--- src/inc/ucrl_pkg.sv ---
// Package with the register map, field positions and carrier types of one serial channel
package ucrl_pkg;

	localparam int DATA_W = 8;
	localparam int ADDR_W = 4;

	// Register addresses
	localparam logic [3:0] ADDR_DATA = 4'h0;
	localparam logic [3:0] ADDR_IER = 4'h1;
	localparam logic [3:0] ADDR_ISR = 4'h2;
	localparam logic [3:0] ADDR_LCR = 4'h3;
	localparam logic [3:0] ADDR_MCR = 4'h4;
	localparam logic [3:0] ADDR_LSR = 4'h5;
	localparam logic [3:0] ADDR_MSR = 4'h6;
	localparam logic [3:0] ADDR_SCR = 4'h7;
	localparam logic [3:0] ADDR_FEATURE_CONTROL = 4'h8;
	localparam logic [3:0] ADDR_EFR = 4'h9;
	localparam logic [3:0] ADDR_TXLVL = 4'ha;
	localparam logic [3:0] ADDR_RXLVL = 4'hb;
	localparam logic [3:0] ADDR_STOP1 = 4'hc;
	localparam logic [3:0] ADDR_STOP2 = 4'hd;
	localparam logic [3:0] ADDR_RES1 = 4'he;
	localparam logic [3:0] ADDR_RES2 = 4'hf;

	// Field positions
	localparam int LCR_DIV_BIT = 7;
	localparam int MCR_DTR_BIT = 0;
	localparam int MCR_RTS_BIT = 1;
	localparam int MCR_OUT1_BIT = 2;
	localparam int MCR_OUT2_BIT = 3;
	localparam int MCR_LOOP_BIT = 4;
	localparam int EFR_ENH_BIT = 4;

	// Bits that only exist while the enhanced enable is set
	localparam logic [7:0] IER_ENH_MASK = 8'he0;
	localparam logic [7:0] ISR_ENH_MASK = 8'h30;
	localparam logic [7:0] FCR_ENH_MASK = 8'h30;
	localparam logic [7:0] MCR_ENH_MASK = 8'he0;

	// Values after reset
	localparam logic [7:0] REG_RST = 8'h00;
	localparam logic [3:0] FLAG_RST = 4'h0;

	// Software-visible configuration of the channel
	typedef struct packed {
		logic [7:0] dll;
		logic [7:0] divisor_high;
		logic [7:0] divisor_fraction;
		logic [7:0] int_enable;
		logic [7:0] fifo_control;
		logic [7:0] line_control;
		logic [7:0] modem_control;
		logic [7:0] rs485;
		logic [7:0] scratch_pad;
		logic [7:0] feature_control;
		logic [7:0] enhanced_function;
		logic [7:0] tx_fifo_trigger;
		logic [7:0] rx_fifo_trigger;
		logic [7:0] stop1;
		logic [7:0] stop2;
		logic [7:0] res1;
		logic [7:0] res2;
	} ucrl_cfg_type;

	// One host register access
	typedef struct packed {
		logic rd;
		logic wr;
		logic [3:0] addr;
		logic [7:0] wdata;
	} ucrl_req_type;

	// Live status from the rest of the channel
	typedef struct packed {
		logic [7:0] rx_data;
		logic [7:0] int_status;
		logic [7:0] line_status;
		logic [7:0] tx_level;
		logic [7:0] rx_level;
	} ucrl_stat_type;

endpackage

--- src/hw/ucrl_regmap.sv ---
// Register map and internal loopback of one serial channel
`timescale 1ns/1ps
module ucrl_regmap (
	input wire logic ref_clk,
	input wire logic rst_n,
	input wire ucrl_pkg::ucrl_req_type host_req,
	output logic [7:0] host_rdata,
	output ucrl_pkg::ucrl_cfg_type cfg,
	input wire ucrl_pkg::ucrl_stat_type core_stat,
	output logic thr_wr,
	output logic [7:0] thr_data,
	output logic rx_read,
	output logic fcr_wr,
	output logic tx_fifo_trigger_wr,
	output logic rx_fifo_trigger_wr,
	input wire logic [3:0] flow_evt,
	input wire logic tx_serial,
	output logic rx_serial,
	output logic loopback,
	output logic tx_pin,
	input wire logic rx_pin,
	output logic rts_n,
	output logic dtr_n,
	input wire logic cts_n,
	input wire logic dsr_n,
	input wire logic cd_n,
	input wire logic ri_n
);

	// Read view of a gated register: enhanced bits hide while disabled
	function automatic logic [7:0] gate_rd(input logic [7:0] v, input logic [7:0] m,
		input logic en);
		gate_rd = en ? v : (v & ~m);
	endfunction

	// Write merge: enhanced bits keep their old value while disabled
	function automatic logic [7:0] gate_wr(input logic [7:0] old, input logic [7:0] nw,
		input logic [7:0] m, input logic en);
		gate_wr = en ? nw : ((old & m) | (nw & ~m));
	endfunction

	ucrl_pkg::ucrl_cfg_type cfg_q, cfg_d;
	logic [7:0] rdata_q, rdata_d, rd_val;
	logic [7:0] thr_data_q, thr_data_d;
	logic thr_wr_q, thr_wr_d, rx_read_q, rx_read_d, fcr_wr_q, fcr_wr_d;
	logic tx_fifo_trigger_wr_q, tx_fifo_trigger_wr_d, rx_fifo_trigger_wr_q, rx_fifo_trigger_wr_d;
	logic [3:0] mstat_q, mstat_d, delta_q, delta_d, mstat_now;
	logic [3:0] flags_q, flags_d;
	logic tx_pin_q, tx_pin_d, rx_ser_q, rx_ser_d, rts_n_q, rts_n_d, dtr_n_q, dtr_n_d;
	logic div_sel, enh, loop_on, msr_rd, xchar_rd;

	assign div_sel = cfg_q.line_control[ucrl_pkg::LCR_DIV_BIT];
	assign enh = cfg_q.enhanced_function[ucrl_pkg::EFR_ENH_BIT];
	assign loop_on = cfg_q.modem_control[ucrl_pkg::MCR_LOOP_BIT];
	assign msr_rd = host_req.rd && (host_req.addr == ucrl_pkg::ADDR_MSR);
	assign xchar_rd = host_req.rd && (host_req.addr == ucrl_pkg::ADDR_STOP1);

	// Modem inputs, bit order cts, dsr, ri, cd; loopback substitutes the control bits
	always_comb begin
		if (loop_on) begin
			mstat_now = {cfg_q.modem_control[ucrl_pkg::MCR_OUT2_BIT], cfg_q.modem_control[ucrl_pkg::MCR_OUT1_BIT],
				cfg_q.modem_control[ucrl_pkg::MCR_DTR_BIT], cfg_q.modem_control[ucrl_pkg::MCR_RTS_BIT]};
		end else begin
			mstat_now = {~cd_n, ~ri_n, ~dsr_n, ~cts_n};
		end
	end

	// Read multiplexer over the sixteen locations
	always_comb begin
		rd_val = ucrl_pkg::REG_RST;
		if (host_req.addr == ucrl_pkg::ADDR_DATA) begin
			rd_val = div_sel ? cfg_q.dll : core_stat.rx_data;
		end else if (host_req.addr == ucrl_pkg::ADDR_IER) begin
			rd_val = div_sel ? cfg_q.divisor_high : gate_rd(cfg_q.int_enable, ucrl_pkg::IER_ENH_MASK, enh);
		end else if (host_req.addr == ucrl_pkg::ADDR_ISR) begin
			rd_val = div_sel ? cfg_q.divisor_fraction : gate_rd(core_stat.int_status, ucrl_pkg::ISR_ENH_MASK, enh);
		end else if (host_req.addr == ucrl_pkg::ADDR_LCR) begin
			rd_val = cfg_q.line_control;
		end else if (host_req.addr == ucrl_pkg::ADDR_MCR) begin
			rd_val = gate_rd(cfg_q.modem_control, ucrl_pkg::MCR_ENH_MASK, enh);
		end else if (host_req.addr == ucrl_pkg::ADDR_LSR) begin
			rd_val = core_stat.line_status;
		end else if (host_req.addr == ucrl_pkg::ADDR_MSR) begin
			rd_val = {mstat_now, delta_q};
		end else if (host_req.addr == ucrl_pkg::ADDR_SCR) begin
			rd_val = cfg_q.scratch_pad;
		end else if (host_req.addr == ucrl_pkg::ADDR_FEATURE_CONTROL) begin
			rd_val = cfg_q.feature_control;
		end else if (host_req.addr == ucrl_pkg::ADDR_EFR) begin
			rd_val = cfg_q.enhanced_function;
		end else if (host_req.addr == ucrl_pkg::ADDR_TXLVL) begin
			rd_val = core_stat.tx_level;
		end else if (host_req.addr == ucrl_pkg::ADDR_RXLVL) begin
			rd_val = core_stat.rx_level;
		end else if (host_req.addr == ucrl_pkg::ADDR_STOP1) begin
			rd_val = {4'h0, flags_q};
		end
		// Addresses 13 to 15 are write-only and read as zero
	end

	// Next state of registers, strobes and flags
	always_comb begin
		cfg_d = cfg_q;
		rdata_d = rdata_q;
		thr_data_d = thr_data_q;
		thr_wr_d = 1'b0;
		rx_read_d = 1'b0;
		fcr_wr_d = 1'b0;
		tx_fifo_trigger_wr_d = 1'b0;
		rx_fifo_trigger_wr_d = 1'b0;
		if (host_req.rd) begin
			rdata_d = rd_val;
			rx_read_d = (host_req.addr == ucrl_pkg::ADDR_DATA) && !div_sel;
		end
		// Writes; the host keeps the divisor bit in step with what it means to reach
		if (host_req.wr) begin
			if (host_req.addr == ucrl_pkg::ADDR_DATA) begin
				if (div_sel) begin
					cfg_d.dll = host_req.wdata;
				end else begin
					thr_wr_d = 1'b1;
					thr_data_d = host_req.wdata;
				end
			end else if (host_req.addr == ucrl_pkg::ADDR_IER) begin
				if (div_sel) begin
					cfg_d.divisor_high = host_req.wdata;
				end else begin
					cfg_d.int_enable = gate_wr(cfg_q.int_enable, host_req.wdata, ucrl_pkg::IER_ENH_MASK, enh);
				end
			end else if (host_req.addr == ucrl_pkg::ADDR_ISR) begin
				if (div_sel) begin
					cfg_d.divisor_fraction = host_req.wdata;
				end else begin
					fcr_wr_d = 1'b1;
					cfg_d.fifo_control = gate_wr(cfg_q.fifo_control, host_req.wdata, ucrl_pkg::FCR_ENH_MASK, enh);
				end
			end else if (host_req.addr == ucrl_pkg::ADDR_LCR) begin
				cfg_d.line_control = host_req.wdata;
			end else if (host_req.addr == ucrl_pkg::ADDR_MCR) begin
				cfg_d.modem_control = gate_wr(cfg_q.modem_control, host_req.wdata, ucrl_pkg::MCR_ENH_MASK, enh);
			end else if (host_req.addr == ucrl_pkg::ADDR_MSR) begin
				if (enh) begin
					cfg_d.rs485 = host_req.wdata;
				end
			end else if (host_req.addr == ucrl_pkg::ADDR_SCR) begin
				cfg_d.scratch_pad = host_req.wdata;
			end else if (host_req.addr == ucrl_pkg::ADDR_FEATURE_CONTROL) begin
				cfg_d.feature_control = host_req.wdata;
			end else if (host_req.addr == ucrl_pkg::ADDR_EFR) begin
				cfg_d.enhanced_function = host_req.wdata;
			end else if (host_req.addr == ucrl_pkg::ADDR_TXLVL) begin
				cfg_d.tx_fifo_trigger = host_req.wdata;
				tx_fifo_trigger_wr_d = 1'b1;
			end else if (host_req.addr == ucrl_pkg::ADDR_RXLVL) begin
				cfg_d.rx_fifo_trigger = host_req.wdata;
				rx_fifo_trigger_wr_d = 1'b1;
			end else if (host_req.addr == ucrl_pkg::ADDR_STOP1) begin
				cfg_d.stop1 = host_req.wdata;
			end else if (host_req.addr == ucrl_pkg::ADDR_STOP2) begin
				cfg_d.stop2 = host_req.wdata;
			end else if (host_req.addr == ucrl_pkg::ADDR_RES1) begin
				cfg_d.res1 = host_req.wdata;
			end else begin
				cfg_d.res2 = host_req.wdata;
			end
		end
		// Sticky flags: a new event beats the clear-on-read in the same cycle
		mstat_d = mstat_now;
		delta_d = (delta_q & ~{4{msr_rd}}) | (mstat_now ^ mstat_q);
		flags_d = (flags_q & ~{4{xchar_rd}}) | flow_evt;
	end

	// Pin steering; registered so the pins never glitch while the mode bit flips
	always_comb begin
		tx_pin_d = loop_on ? 1'b1 : tx_serial;
		rx_ser_d = loop_on ? tx_serial : rx_pin;
		rts_n_d = loop_on ? 1'b1 : ~cfg_q.modem_control[ucrl_pkg::MCR_RTS_BIT];
		dtr_n_d = loop_on ? 1'b1 : ~cfg_q.modem_control[ucrl_pkg::MCR_DTR_BIT];
	end

	// State registers
	always_ff @(posedge ref_clk or negedge rst_n) begin
		if (!rst_n) begin
			cfg_q <= '0;
			rdata_q <= ucrl_pkg::REG_RST;
			thr_data_q <= ucrl_pkg::REG_RST;
			thr_wr_q <= 1'b0;
			rx_read_q <= 1'b0;
			fcr_wr_q <= 1'b0;
			tx_fifo_trigger_wr_q <= 1'b0;
			rx_fifo_trigger_wr_q <= 1'b0;
			mstat_q <= ucrl_pkg::FLAG_RST;
			delta_q <= ucrl_pkg::FLAG_RST;
			flags_q <= ucrl_pkg::FLAG_RST;
			tx_pin_q <= 1'b1;
			rx_ser_q <= 1'b1;
			rts_n_q <= 1'b1;
			dtr_n_q <= 1'b1;
		end else begin
			cfg_q <= cfg_d;
			rdata_q <= rdata_d;
			thr_data_q <= thr_data_d;
			thr_wr_q <= thr_wr_d;
			rx_read_q <= rx_read_d;
			fcr_wr_q <= fcr_wr_d;
			tx_fifo_trigger_wr_q <= tx_fifo_trigger_wr_d;
			rx_fifo_trigger_wr_q <= rx_fifo_trigger_wr_d;
			mstat_q <= mstat_d;
			delta_q <= delta_d;
			flags_q <= flags_d;
			tx_pin_q <= tx_pin_d;
			rx_ser_q <= rx_ser_d;
			rts_n_q <= rts_n_d;
			dtr_n_q <= dtr_n_d;
		end
	end

	// Outputs
	assign host_rdata = rdata_q;
	assign cfg = cfg_q;
	assign thr_wr = thr_wr_q;
	assign thr_data = thr_data_q;
	assign rx_read = rx_read_q;
	assign fcr_wr = fcr_wr_q;
	assign tx_fifo_trigger_wr = tx_fifo_trigger_wr_q;
	assign rx_fifo_trigger_wr = rx_fifo_trigger_wr_q;
	assign loopback = loop_on;
	assign tx_pin = tx_pin_q;
	assign rx_serial = rx_ser_q;
	assign rts_n = rts_n_q;
	assign dtr_n = dtr_n_q;
endmodule // ucrl_regmap

--- config.mk ---
export PLATFORM = sky130hd
export DESIGN_NAME = ucrl_regmap
export DESIGN_NICKNAME = d
export VERILOG_FILES = /design/src/inc/ucrl_pkg.sv /design/src/hw/ucrl_regmap.sv
export SDC_FILE = /design/constraint.sdc
export NUM_CORES = 1
export LEC_CHECK = 0
export ABC_CLOCK_PERIOD_IN_PS = 2200
export BUFFER_PORTS_ARGS = -buffer_cell sky130_fd_sc_hd__buf_2
export CAP_MARGIN = 0
export CORE_MARGIN = 1.5
export CORE_UTILIZATION = 50
export CTS_BUF_LIST = sky130_fd_sc_hd__clkbuf_8
export DETAILED_ROUTE_END_ITERATION = 7
export MAX_ROUTING_LAYER = met4
export PLACE_DENSITY = 0.74
export SYNTH_ARGS = -nofsm -noshare
export SYNTH_HDL_FRONTEND = slang
export SYNTH_SLANG_ARGS = --single-unit
--- constraint.sdc ---
create_clock -name ref_clk -period 2.2 [get_ports ref_clk]
set_input_delay 0.55 -clock ref_clk [delete_from_list [all_inputs] [get_ports ref_clk]]
set_output_delay 0.55 -clock ref_clk [all_outputs]
set_load 0.005 [all_outputs]
==> results of run 1 <==
layer usage:
layer,part of all wire [%],up-vias,GRT usage [%],wire (um)
li1,-,2720,-,-
met3,5.4,31,5.99,1360
met5,0,-,-,0
met4,1.5,0,9.12,376
met1,45,3218,44.5,11300
met2,49,253,49.9,12300
cell type report:
type | count | area (um^2)
fillers | 1221 | 5350
clock inverters | 12 | 135
multi-input cells | 397 | 3290
flip-flops and latches | 173 | 4330
inverters | 12 | 45.0
well taps | 211 | 264
repair buffers | 277 | 1630
clock buffers | 19 | 262
sequential cells by signal, summed over array words and instances (netlist names):
name,count
tx_fifo_trigger_wr,1
flags_q,4
delta_q,4
cfg,136
fcr_wr,1
rx_read,1
rx_fifo_trigger_wr,1
thr_data,8
mstat_q,4
thr_wr,1
rts_n,1
tx_pin,1
host_rdata,8
dtr_n,1
rx_serial,1
where the power goes:
group / total, mW / switching (mW) / internal (mW)
logic: 2.32 / 1.09 / 1.23
clock network: 2.25 / 1.17 / 1.07
registers: 4.32 / 0.486 / 3.84
total: 8.89 / 2.75 / 6.14
path summary, 6_finish.rpt:
kind,endpoint,slack (ns),cells past startpoint
worst max-delay path,cfg[52],0.31,2
worst min-delay path,cfg[62],0.04,1
worst max register to register,host_rdata[5],0.39,6
worst min register to register,delta_q[1],0.48,2
max in group asynchronous,cfg[52],1.37,2
min in group ref_clk,flags_q[0],0.27,2
cell families (layout without fill, tap and decap cells):
kind of cell	count (synthesis)	after routing	share of synthesized area [%]
DFF	173	173	55.1
muxes	166	166	25.0
and+or+nand+nor	146	146	9.14
AOI/OAI and AO/OA	80	80	7.14
buffers and inverters	49	320	3.12
xor gates and xnor gates	5	5	0.556
stage by stage:
stage               power, mW  area [um^2]  std cells
CTS                      8.93         9960       1101
finish                   8.89         9960       1101
global placement         6.60         9570       1070
detailed placement       6.70         9570       1070
floorplan                5.41         7870        619
global route             9.32         9960       1101
cell usage in the layout, fill, tap and decap left out, drive strengths merged, types with 5 or more instances in the layout:
master | synthesis | layout
nand2 | 75 | 75
inv | 11 | 16
dfrtp | 169 | 169
mux2i | 21 | 21
buf | 21 | 277
nor2b | 10 | 10
nand3 | 14 | 14
mux4 | 11 | 11
clkbuf | 16 | 19
mux2 | 134 | 134
nor2 | 29 | 29
o21ai | 10 | 10
o211ai | 6 | 6
o22ai | 6 | 6
a211oi | 5 | 5
a21oi | 16 | 16
nand2b | 6 | 6
critical path: stages, from the launching register on:
cell and delay (ns):
dfrtp_1 0.51, buf_4 0.24, buf_2 0.14
==> flow_summary_export.csv, run 1 <==
group,metric,value,unit
run_status,outcome,"complete, no violations",
global_route,first_global_vias,6294,
synth,syn_nets,685,
floorplanning,fp-row-count,45,
synth,seq_area_frac_synth,55.1,%
sta,max_clock_freq,528,MHz
clocking,cts_resized,0,
sta,worst_slack,0.306,ns
cells_and_area,utilization,65.0,%
critical_path,critPathArrivalTime,1.34,ns
synth,synth_commonest_cells,"dfrtp_1 (169), mux2_2 (134), nand2_1 (75)",
global_route,grt_overflow,0,
synth,yosysWarnings,0,
sta,timing.slew.headroom,62.1,%
synth,synthesis.area,7870,um^2
drt,wire_per_inst,23.0,um
floorplanning,die_y,128,um
drt,routed_via_density,5.65,
synth,synth_edf_count,0,
synth,async_flop_share,100,%
clocking,cts-root-buf,"clkbuf_8",
drt,dr.pass1.iters,5,
global_route,grt_pass1_wl,38000,um
clocking,cts_max_level,4,
place,io_buffers,227,
sta,worstMarginPinSlew,0.553,ns
drt,ant_nets,0,
critical_path,critPathLaunchType,"flip-flop",
sta,fin_hold_ws,0.0400,ns
clocking,post_cts_buffers,0,
cells_and_area,layout.nets,944,
global_route,antenna_found_initial,0,
place,dpl.hpwl,18700,um
floorplanning,die_width,128,um
sta,skew,0.0121,ns
synth,syn_inst,619,
sta,report.final.hold_viol_count,0,
sta,finalCriticalPeriod,1.89,ns
synth,ys_seq_elements,173,
worst_hold_path,hold_class,"in2async",
global_route,grt_max_degree,55,
drt,drt_iter0_markers,409,
clocking,cts_tree,"built",
synth,synth_cell_type_count,55,
sta,finalMaxSlewViolations,0,
power_and_ir_drop,powerDensity,892,nW/um^2
critical_path,cp_data_required_time,1.65,ns
synth,syn_area_per_cell,12.7,um^2
place,gp_congestion,0.914,
synth,synth_top_cell_by_area,"dfrtp_1",
clocking,cts_buffers,17,
clocking,postCtsHoldBufs,0,
critical_path,end_kind,"primary output",
synth,synth.top_cell.area_share,53.7,%
critical_path,startpoint,"cfg[52]",
drt,routed_wl,25300,um
power_and_ir_drop,irDropWorstVdd,0.571,mV
cells_and_area,drive_gt1_share,54.0,%
sta,rsz0062_at_grt,"no",
floorplanning,core,15300,um^2
clocking,clkSlewWorstSetupHoldPaths,0.09,ns
sta,setup_violations,0,
synth,ys.flop_type,"dfrtp_1",
cells_and_area,n_antenna_cell,0,
floorplanning,die_area,16500,um^2
global_route,track_usage,32.4,%
synth,synth_most_common_cell,"dfrtp_1",
job,drv_cap,0,
power_and_ir_drop,p_leak,4.87,nW
critical_path,critPathMaxFanout,7,
clocking,clockBufferDepth,2,
sta,period_share,86.1,%
clocking,clk_latency,0.46,ns
place,pre_cts_ws,0.0690,ns
drt,drcViolationCount,0,
critical_path,timing.rr.start,"cfg[95]",
cells_and_area,syn2layout_area_growth,26.6,%
drt,vias,6222,
synth,netlist_top_cells_area,"dfrtp_1 (54%), mux2_2 (19%), nand2_1 (3.6%)",
clocking,cts_sinks,173,
floorplanning,start_util,51.4,%
sta,timing.setup.tns,0,ns
floorplanning,ios,228,
critical_path,crit_type,"reg2out",
(Power assumes the default switching activity.)
==> inputs of run 2 (changes only) <==
--- a/config.mk
+++ b/config.mk
@@ -5,7 +5,7 @@
 export SDC_FILE = /design/constraint.sdc
 export NUM_CORES = 1
 export LEC_CHECK = 0
-export ABC_CLOCK_PERIOD_IN_PS = 2200
+export ABC_CLOCK_PERIOD_IN_PS = 1980
 export BUFFER_PORTS_ARGS = -buffer_cell sky130_fd_sc_hd__buf_2
 export CAP_MARGIN = 0
 export CORE_MARGIN = 1.5
==> constraint.sdc (replaced) <==
create_clock -name ref_clk -period 1.98 [get_ports ref_clk]
set_input_delay 0.495 -clock ref_clk [delete_from_list [all_inputs] [get_ports ref_clk]]
set_output_delay 0.495 -clock ref_clk [all_outputs]
set_load 0.005 [all_outputs]
==> run 2 against run 1 <==
Effect of this change: utilization is 2.0 points higher; non-clock buffer count up 24; final cell count up 2.3%; worst hold slack improved by 0.18 ns; clock power increased by 17%; clock skew is 0.0029 ns lower; critical path depth unchanged; register-to-register slack got worse by 0.22 ns; cell area up 3.1%; critical endpoint unchanged.
==> flow_summary_export.csv, run 2 (same netlist as run 1, synthesis figures left out) <==
group,metric,value,unit
run_status,outcome,"complete, no violations",
cells_and_area,layout.nets,968,
critical_path,critPathArrivalTime,1.33,ns
floorplanning,ios,228,
cells_and_area,ff_latch_area,4330,um^2
sta,max_clock_freq,548,MHz
floorplanning,die_width,128,um
place,pre_cts_ws,-0.0231,ns
drt,routed_wl,25900,um
critical_path,critPathLaunchType,"flip-flop",
critical_path,cp_data_required_time,1.48,ns
power_and_ir_drop,irDropWorstVdd,0.723,mV
sta,timing.slew.headroom,65.0,%
critical_path,path_delay_family,"flip-flops",
cells_and_area,stdcell_area,10300,um^2
sta,finalCriticalPeriod,1.82,ns
critical_path,path_cells,"buf_4 -> buf_2",
power_and_ir_drop,finalPower,10.1,mW
clocking,post_cts_buffers,0,
sta,worstMarginPinSlew,0.511,ns
global_route,grt_overflow,0,
job,drv_cap,0,
clocking,clkSlewWorstSetupHoldPaths,0.09,ns
drt,drt_iter0_markers,462,
worst_hold_path,hold_class,"in2reg",
global_route,use_met2,52.4,%
global_route,grt_util_met3,5.24,%
drt,vias,6326,
clocking,cts_resized,0,
critical_path,crit_type,"reg2out",
sta,report.final.hold_viol_count,0,
drt,routed_via_density,5.62,
sta,rsz0062_at_grt,"no",
sta,finalMaxSlewViolations,0,
floorplanning,core,15300,um^2
sta,skew,0.00917,ns
place,dpl_cell_area,9840,um^2
clocking,cts-root-buf,"clkbuf_8",
global_route,first_global_vias,6496,
place,io_buffers,227,
sta,setup_violations,0,
critical_path,r2r_slack,0.17,ns
global_route,grt_pass1_wl,38900,um
power_and_ir_drop,powerDensity,981,nW/um^2
critical_path,critPathMaxFanout,8,
clocking,cts_buffers,17,
global_route,track_usage,33.0,%
clocking,clockBufferDepth,2,
drt,wire_per_inst,23.0,um
place,gp_congestion,0.939,
power_and_ir_drop,p_int,6.94,mW
cells_and_area,n_antenna_cell,0,
cells_and_area,syn2layout_area_growth,30.5,%
floorplanning,start_util,51.4,%
global_route,antenna_found_initial,0,
power_and_ir_drop,seq_power_share,47.6,%
sta,worst_slack,0.155,ns
floorplanning,die_y,128,um
floorplanning,fp-row-count,45,
critical_path,cpPeakStageDelay,0.49,ns
critical_path,end_kind,"primary output",
power_and_ir_drop,power_switching,3.14,mW
sta,timing.setup.tns,0,ns
clocking,cts_tree,"built",
floorplanning,die_area,16500,um^2
clocking,cts_sinks,173,
critical_path,slowest_stage,"dfrtp_1",
power_and_ir_drop,combPwrFrac,26.3,%
drt,dr.pass1.iters,8,
global_route,grt_use_met1,44.7,%
power_and_ir_drop,p_leak,5.03,nW
place,dpl.hpwl,19300,um
cells_and_area,instances_no_fill,1126,
critical_path,path_buf_inv,2,
sta,fin_hold_ws,0.225,ns
global_route,grt_max_degree,62,
power_and_ir_drop,p_clk_share,26.1,%
cells_and_area,largest_reg_flops,136,
power_and_ir_drop,swShare,31.2,%
clocking,cts_max_level,4,
clocking,clk_latency,0.45,ns
cells_and_area,utilization,67.1,%
sta,period_share,92.2,%
cells_and_area,mostFrequentLayoutCell,"buf_2",
drt,drcViolationCount,0,
cells_and_area,fillCellCount,1192,
cells_and_area,drive_gt1_share,55.3,%
place,dp.cells,1093,
drt,ant_nets,0,
cells_and_area,mostFrequentLayoutCells,"buf_2 (226), dfrtp_1 (169), mux2_2 (134)",
global_route,top_usage_layer,"met2",
cells_and_area,multiInputGateArea,3290,um^2
run 2: cell types whose count changed in the layout (fill, tap and decap cells not counted):
cell           previous run  this run
buf_4                    41        56
buf_12                    9        17
inv_8                     0         3
clkinvlp_4                3         1
clkbuf_8                 19        20
clkinv_4                  1         2
dlygate4sd3_1             0         1
inv_1                    10         9
inv_6                     4         3
run 2: power by group through the flow:
stage          Sequential, mW  Clock (mW)  Combinational, mW
3_5_place_dp             4.85           0               2.65
4_1_cts                  4.79        2.66               2.67
5_1_grt                  4.88        2.80               2.87
6_report                 4.80        2.63               2.65
3_3_place_gp             4.81           0               2.60
2_1_floorplan            4.80           0               1.21
run 2: layer usage:
metal,wire (um),vias up
li1,-,2789
met1,11400,3219
met2,12500,286
met3,1590,32
met4,413,0
met5,0,-
run 2: what timing repair did:
| item | 4_1_cts | 5_1_grt |
|---|---|---|
| hold buffers | 1 | 0 |
| hold endpoints to repair | 22 | 0 |
| setup endpoints to repair | 0 | 0 |
run 2: layout make-up:
class                           instances  share of cell area [%]
Clock buffer                           20                    2.68
Clock inverter                         12                    1.46
Inverter                               12                   0.438
Multi-Input combinational cell        397                    32.0
Sequential cell                       173                    42.2
Tap cell                              211                    2.57
Timing Repair Buffer                  301                    18.6
run 2: worst paths after layout:
check                            start       endpoint  cells past startpoint
setup / recovery               cfg[52]        cfg[52]                      2
hold / removal             flow_evt[2]     flags_q[2]                      2
setup reg to reg               cfg[95]  host_rdata[2]                      6
hold reg to reg             delta_q[1]     delta_q[1]                      2
max in group asynchronous        rst_n         cfg[9]                      3
min in group asynchronous        rst_n        cfg[96]                      2
run 2: worst register-to-register path, stage by stage, from the launching register on:
cell,delay [ns]
dfrtp_1,0.41
buf_4,0.26
mux2i_1,0.40
nor2_1,0.06
o21ai_0,0.26
a221o_1,0.23
a21oi_1,0.07
==> inputs of run 3 (changes only) <==
--- a/config.mk
+++ b/config.mk
@@ -14,6 +14,8 @@
 export DETAILED_ROUTE_END_ITERATION = 7
 export MAX_ROUTING_LAYER = met4
 export PLACE_DENSITY = 0.74
+export SETUP_SLACK_MARGIN = 0.3
+export SLEW_MARGIN = 5
 export SYNTH_ARGS = -nofsm -noshare
 export SYNTH_HDL_FRONTEND = slang
 export SYNTH_SLANG_ARGS = --single-unit
==> run 3 against run 2 <==
Effect of this change: routed wire length fell by 3.8%; global-route usage fell by 1.3 points; cell area rose by 1.4%; clock skew rose by 0.0027 ns; count of clock-buffer cells in the layout fell by 2; clock power rose by 4%; combinational power rose by 8.3%; worst hold slack got worse by 0.0080 ns; sequential power barely moved; total power rose by 3.2%; critical endpoint is now host_rdata[4].
==> flow_summary_export.csv, run 3 (same netlist as run 1, synthesis figures left out) <==
group,metric,value,unit
cells_and_area,fillCellCount,1172,
global_route,grt_overflow,0,
power_and_ir_drop,irDropWorstVdd,0.534,mV
cells_and_area,drive_gt1_share,57.4,%
power_and_ir_drop,p_leak,5.07,nW
sta,skew,0.0118,ns
cells_and_area,mostFrequentLayoutCell,"buf_2",
drt,drt_iter0_markers,455,
critical_path,r2r_slack,0.26,ns
clocking,cts_tree,"built",
floorplanning,die_area,16500,um^2
floorplanning,core,15300,um^2
drt,routed_wl,24900,um
critical_path,crit_type,"reg2reg",
critical_path,cp_data_required_time,2.31,ns
critical_path,critPathMaxFanout,4,
sta,max_clock_freq,583,MHz
place,pre_cts_ws,-0.0700,ns
global_route,grt_pass1_wl,37600,um
place,io_buffers,227,
power_and_ir_drop,powerDensity,998,nW/um^2
sta,report.final.hold_viol_count,0,
floorplanning,fp-row-count,45,
sta,fin_hold_ws,0.217,ns
cells_and_area,layout.nets,970,
critical_path,critPathLaunchType,"flip-flop",
global_route,grt_util_met3,6.11,%
clocking,cts_sinks,173,
sta,timing.slew.headroom,61.9,%
sta,finalMaxSlewViolations,0,
place,gp_congestion,0.913,
clocking,cts-root-buf,"clkbuf_8",
drt,wire_per_inst,22.1,um
floorplanning,die_y,128,um
global_route,antenna_found_initial,0,
critical_path,critPathArrivalTime,2.05,ns
cells_and_area,multiInputGateArea,3490,um^2
place,dpl.hpwl,18000,um
clocking,cts_buffers,17,
floorplanning,die_width,128,um
floorplanning,ios,228,
drt,dr.pass1.iters,5,
job,drv_cap,0,
clocking,cts_max_level,4,
cells_and_area,largest_reg_flops,136,
clocking,clkSlewWorstSetupHoldPaths,0.09,ns
cells_and_area,ff_latch_area,4340,um^2
drt,ant_nets,0,
sta,period_share,86.6,%
sta,rsz0062_at_grt,"yes",
global_route,first_global_vias,6554,
global_route,top_usage_layer,"met2",
global_route,use_met2,50.9,%
cells_and_area,mostFrequentLayoutCells,"buf_2 (224), dfrtp_1 (166), mux2_2 (126)",
drt,drcViolationCount,0,
sta,worst_slack,0.264,ns
global_route,grt_use_met1,40.5,%
sta,setup_violations,0,
clocking,clockBufferDepth,2,
floorplanning,start_util,51.4,%
clocking,clk_latency,0.46,ns
sta,finalCriticalPeriod,1.72,ns
global_route,grt_max_degree,72,
cells_and_area,n_antenna_cell,0,
sta,worstMarginPinSlew,0.572,ns
global_route,track_usage,31.7,%
drt,routed_via_density,5.61,
worst_hold_path,hold_class,"in2reg",
drt,vias,6332,
cells_and_area,syn2layout_area_growth,32.3,%
critical_path,end_kind,"flip-flop",
run_status,outcome,"complete, no violations",
run 3: final cells by class:
| class | instances | share of cell area (%) |
|---|---|---|
| Sequential cell | 173 | 41.6 |
| Multi-Input combinational cell | 397 | 33.5 |
| Timing Repair Buffer | 303 | 17.7 |
| Tap cell | 211 | 2.53 |
| Clock buffer | 18 | 2.38 |
| Clock inverter | 14 | 1.85 |
| Inverter | 12 | 0.432 |
run 3: worst max-delay path: stages (launching register included):
cell      delay, ns
dfrtp_2        0.46
mux2i_4        0.21
mux4_2         0.49
a22oi_2        0.18
buf_4          0.16
o221ai_2       0.08
run 3: worst paths after layout:
kind,to,from,cells past startpoint
max in group asynchronous,cfg[95],rst_n,3
hold / removal,flags_q[0],flow_evt[0],2
hold reg to reg,thr_data[1],thr_data[1],2
setup reg to reg,host_rdata[4],cfg[84],5
min in group asynchronous,cfg[97],rst_n,2
setup / recovery,host_rdata[4],cfg[84],5
run 3: per-stage QoR:
stage | util (%) | cell area (um^2) | std cells | power (mW) | TNS, ns
5_1_grt | 68.0 | 10400 | 1128 | 10.9 | 0
3_3_place_gp | 63.5 | 9730 | 1081 | 7.38 | -0.141
3_5_place_dp | 63.5 | 9730 | 1081 | 7.49 | -1.30
2_1_floorplan | - | 8030 | 619 | 6.06 | 0
6_report | 68.0 | 10400 | 1128 | 10.4 | 0
4_1_cts | 67.3 | 10300 | 1124 | 10.3 | 0
run 3: metal layers:
metal  vias up  part of all wire [%]
met3        48                   6.7
li1       2789                     -
met2       281                    49
met4         0                   2.6
met5         -                     0
met1      3214                    41
run 3: repair_timing:
action,CTS,global route
gates cloned,2,0
pin swaps,0,3
gates resized for setup,8,18
endpoints found under the hold margin,7,0
hold buffers,1,0
buffers inserted,8,4
endpoints found under the setup margin,15,38
run 3: report_power, final:
part	switching, mW	internal [mW]	leakage (nW)
Combinational	1.29	1.58	2.71
Sequential	0.534	4.26	2.14
Clock	1.32	1.42	0.226
Total	3.14	7.26	5.07
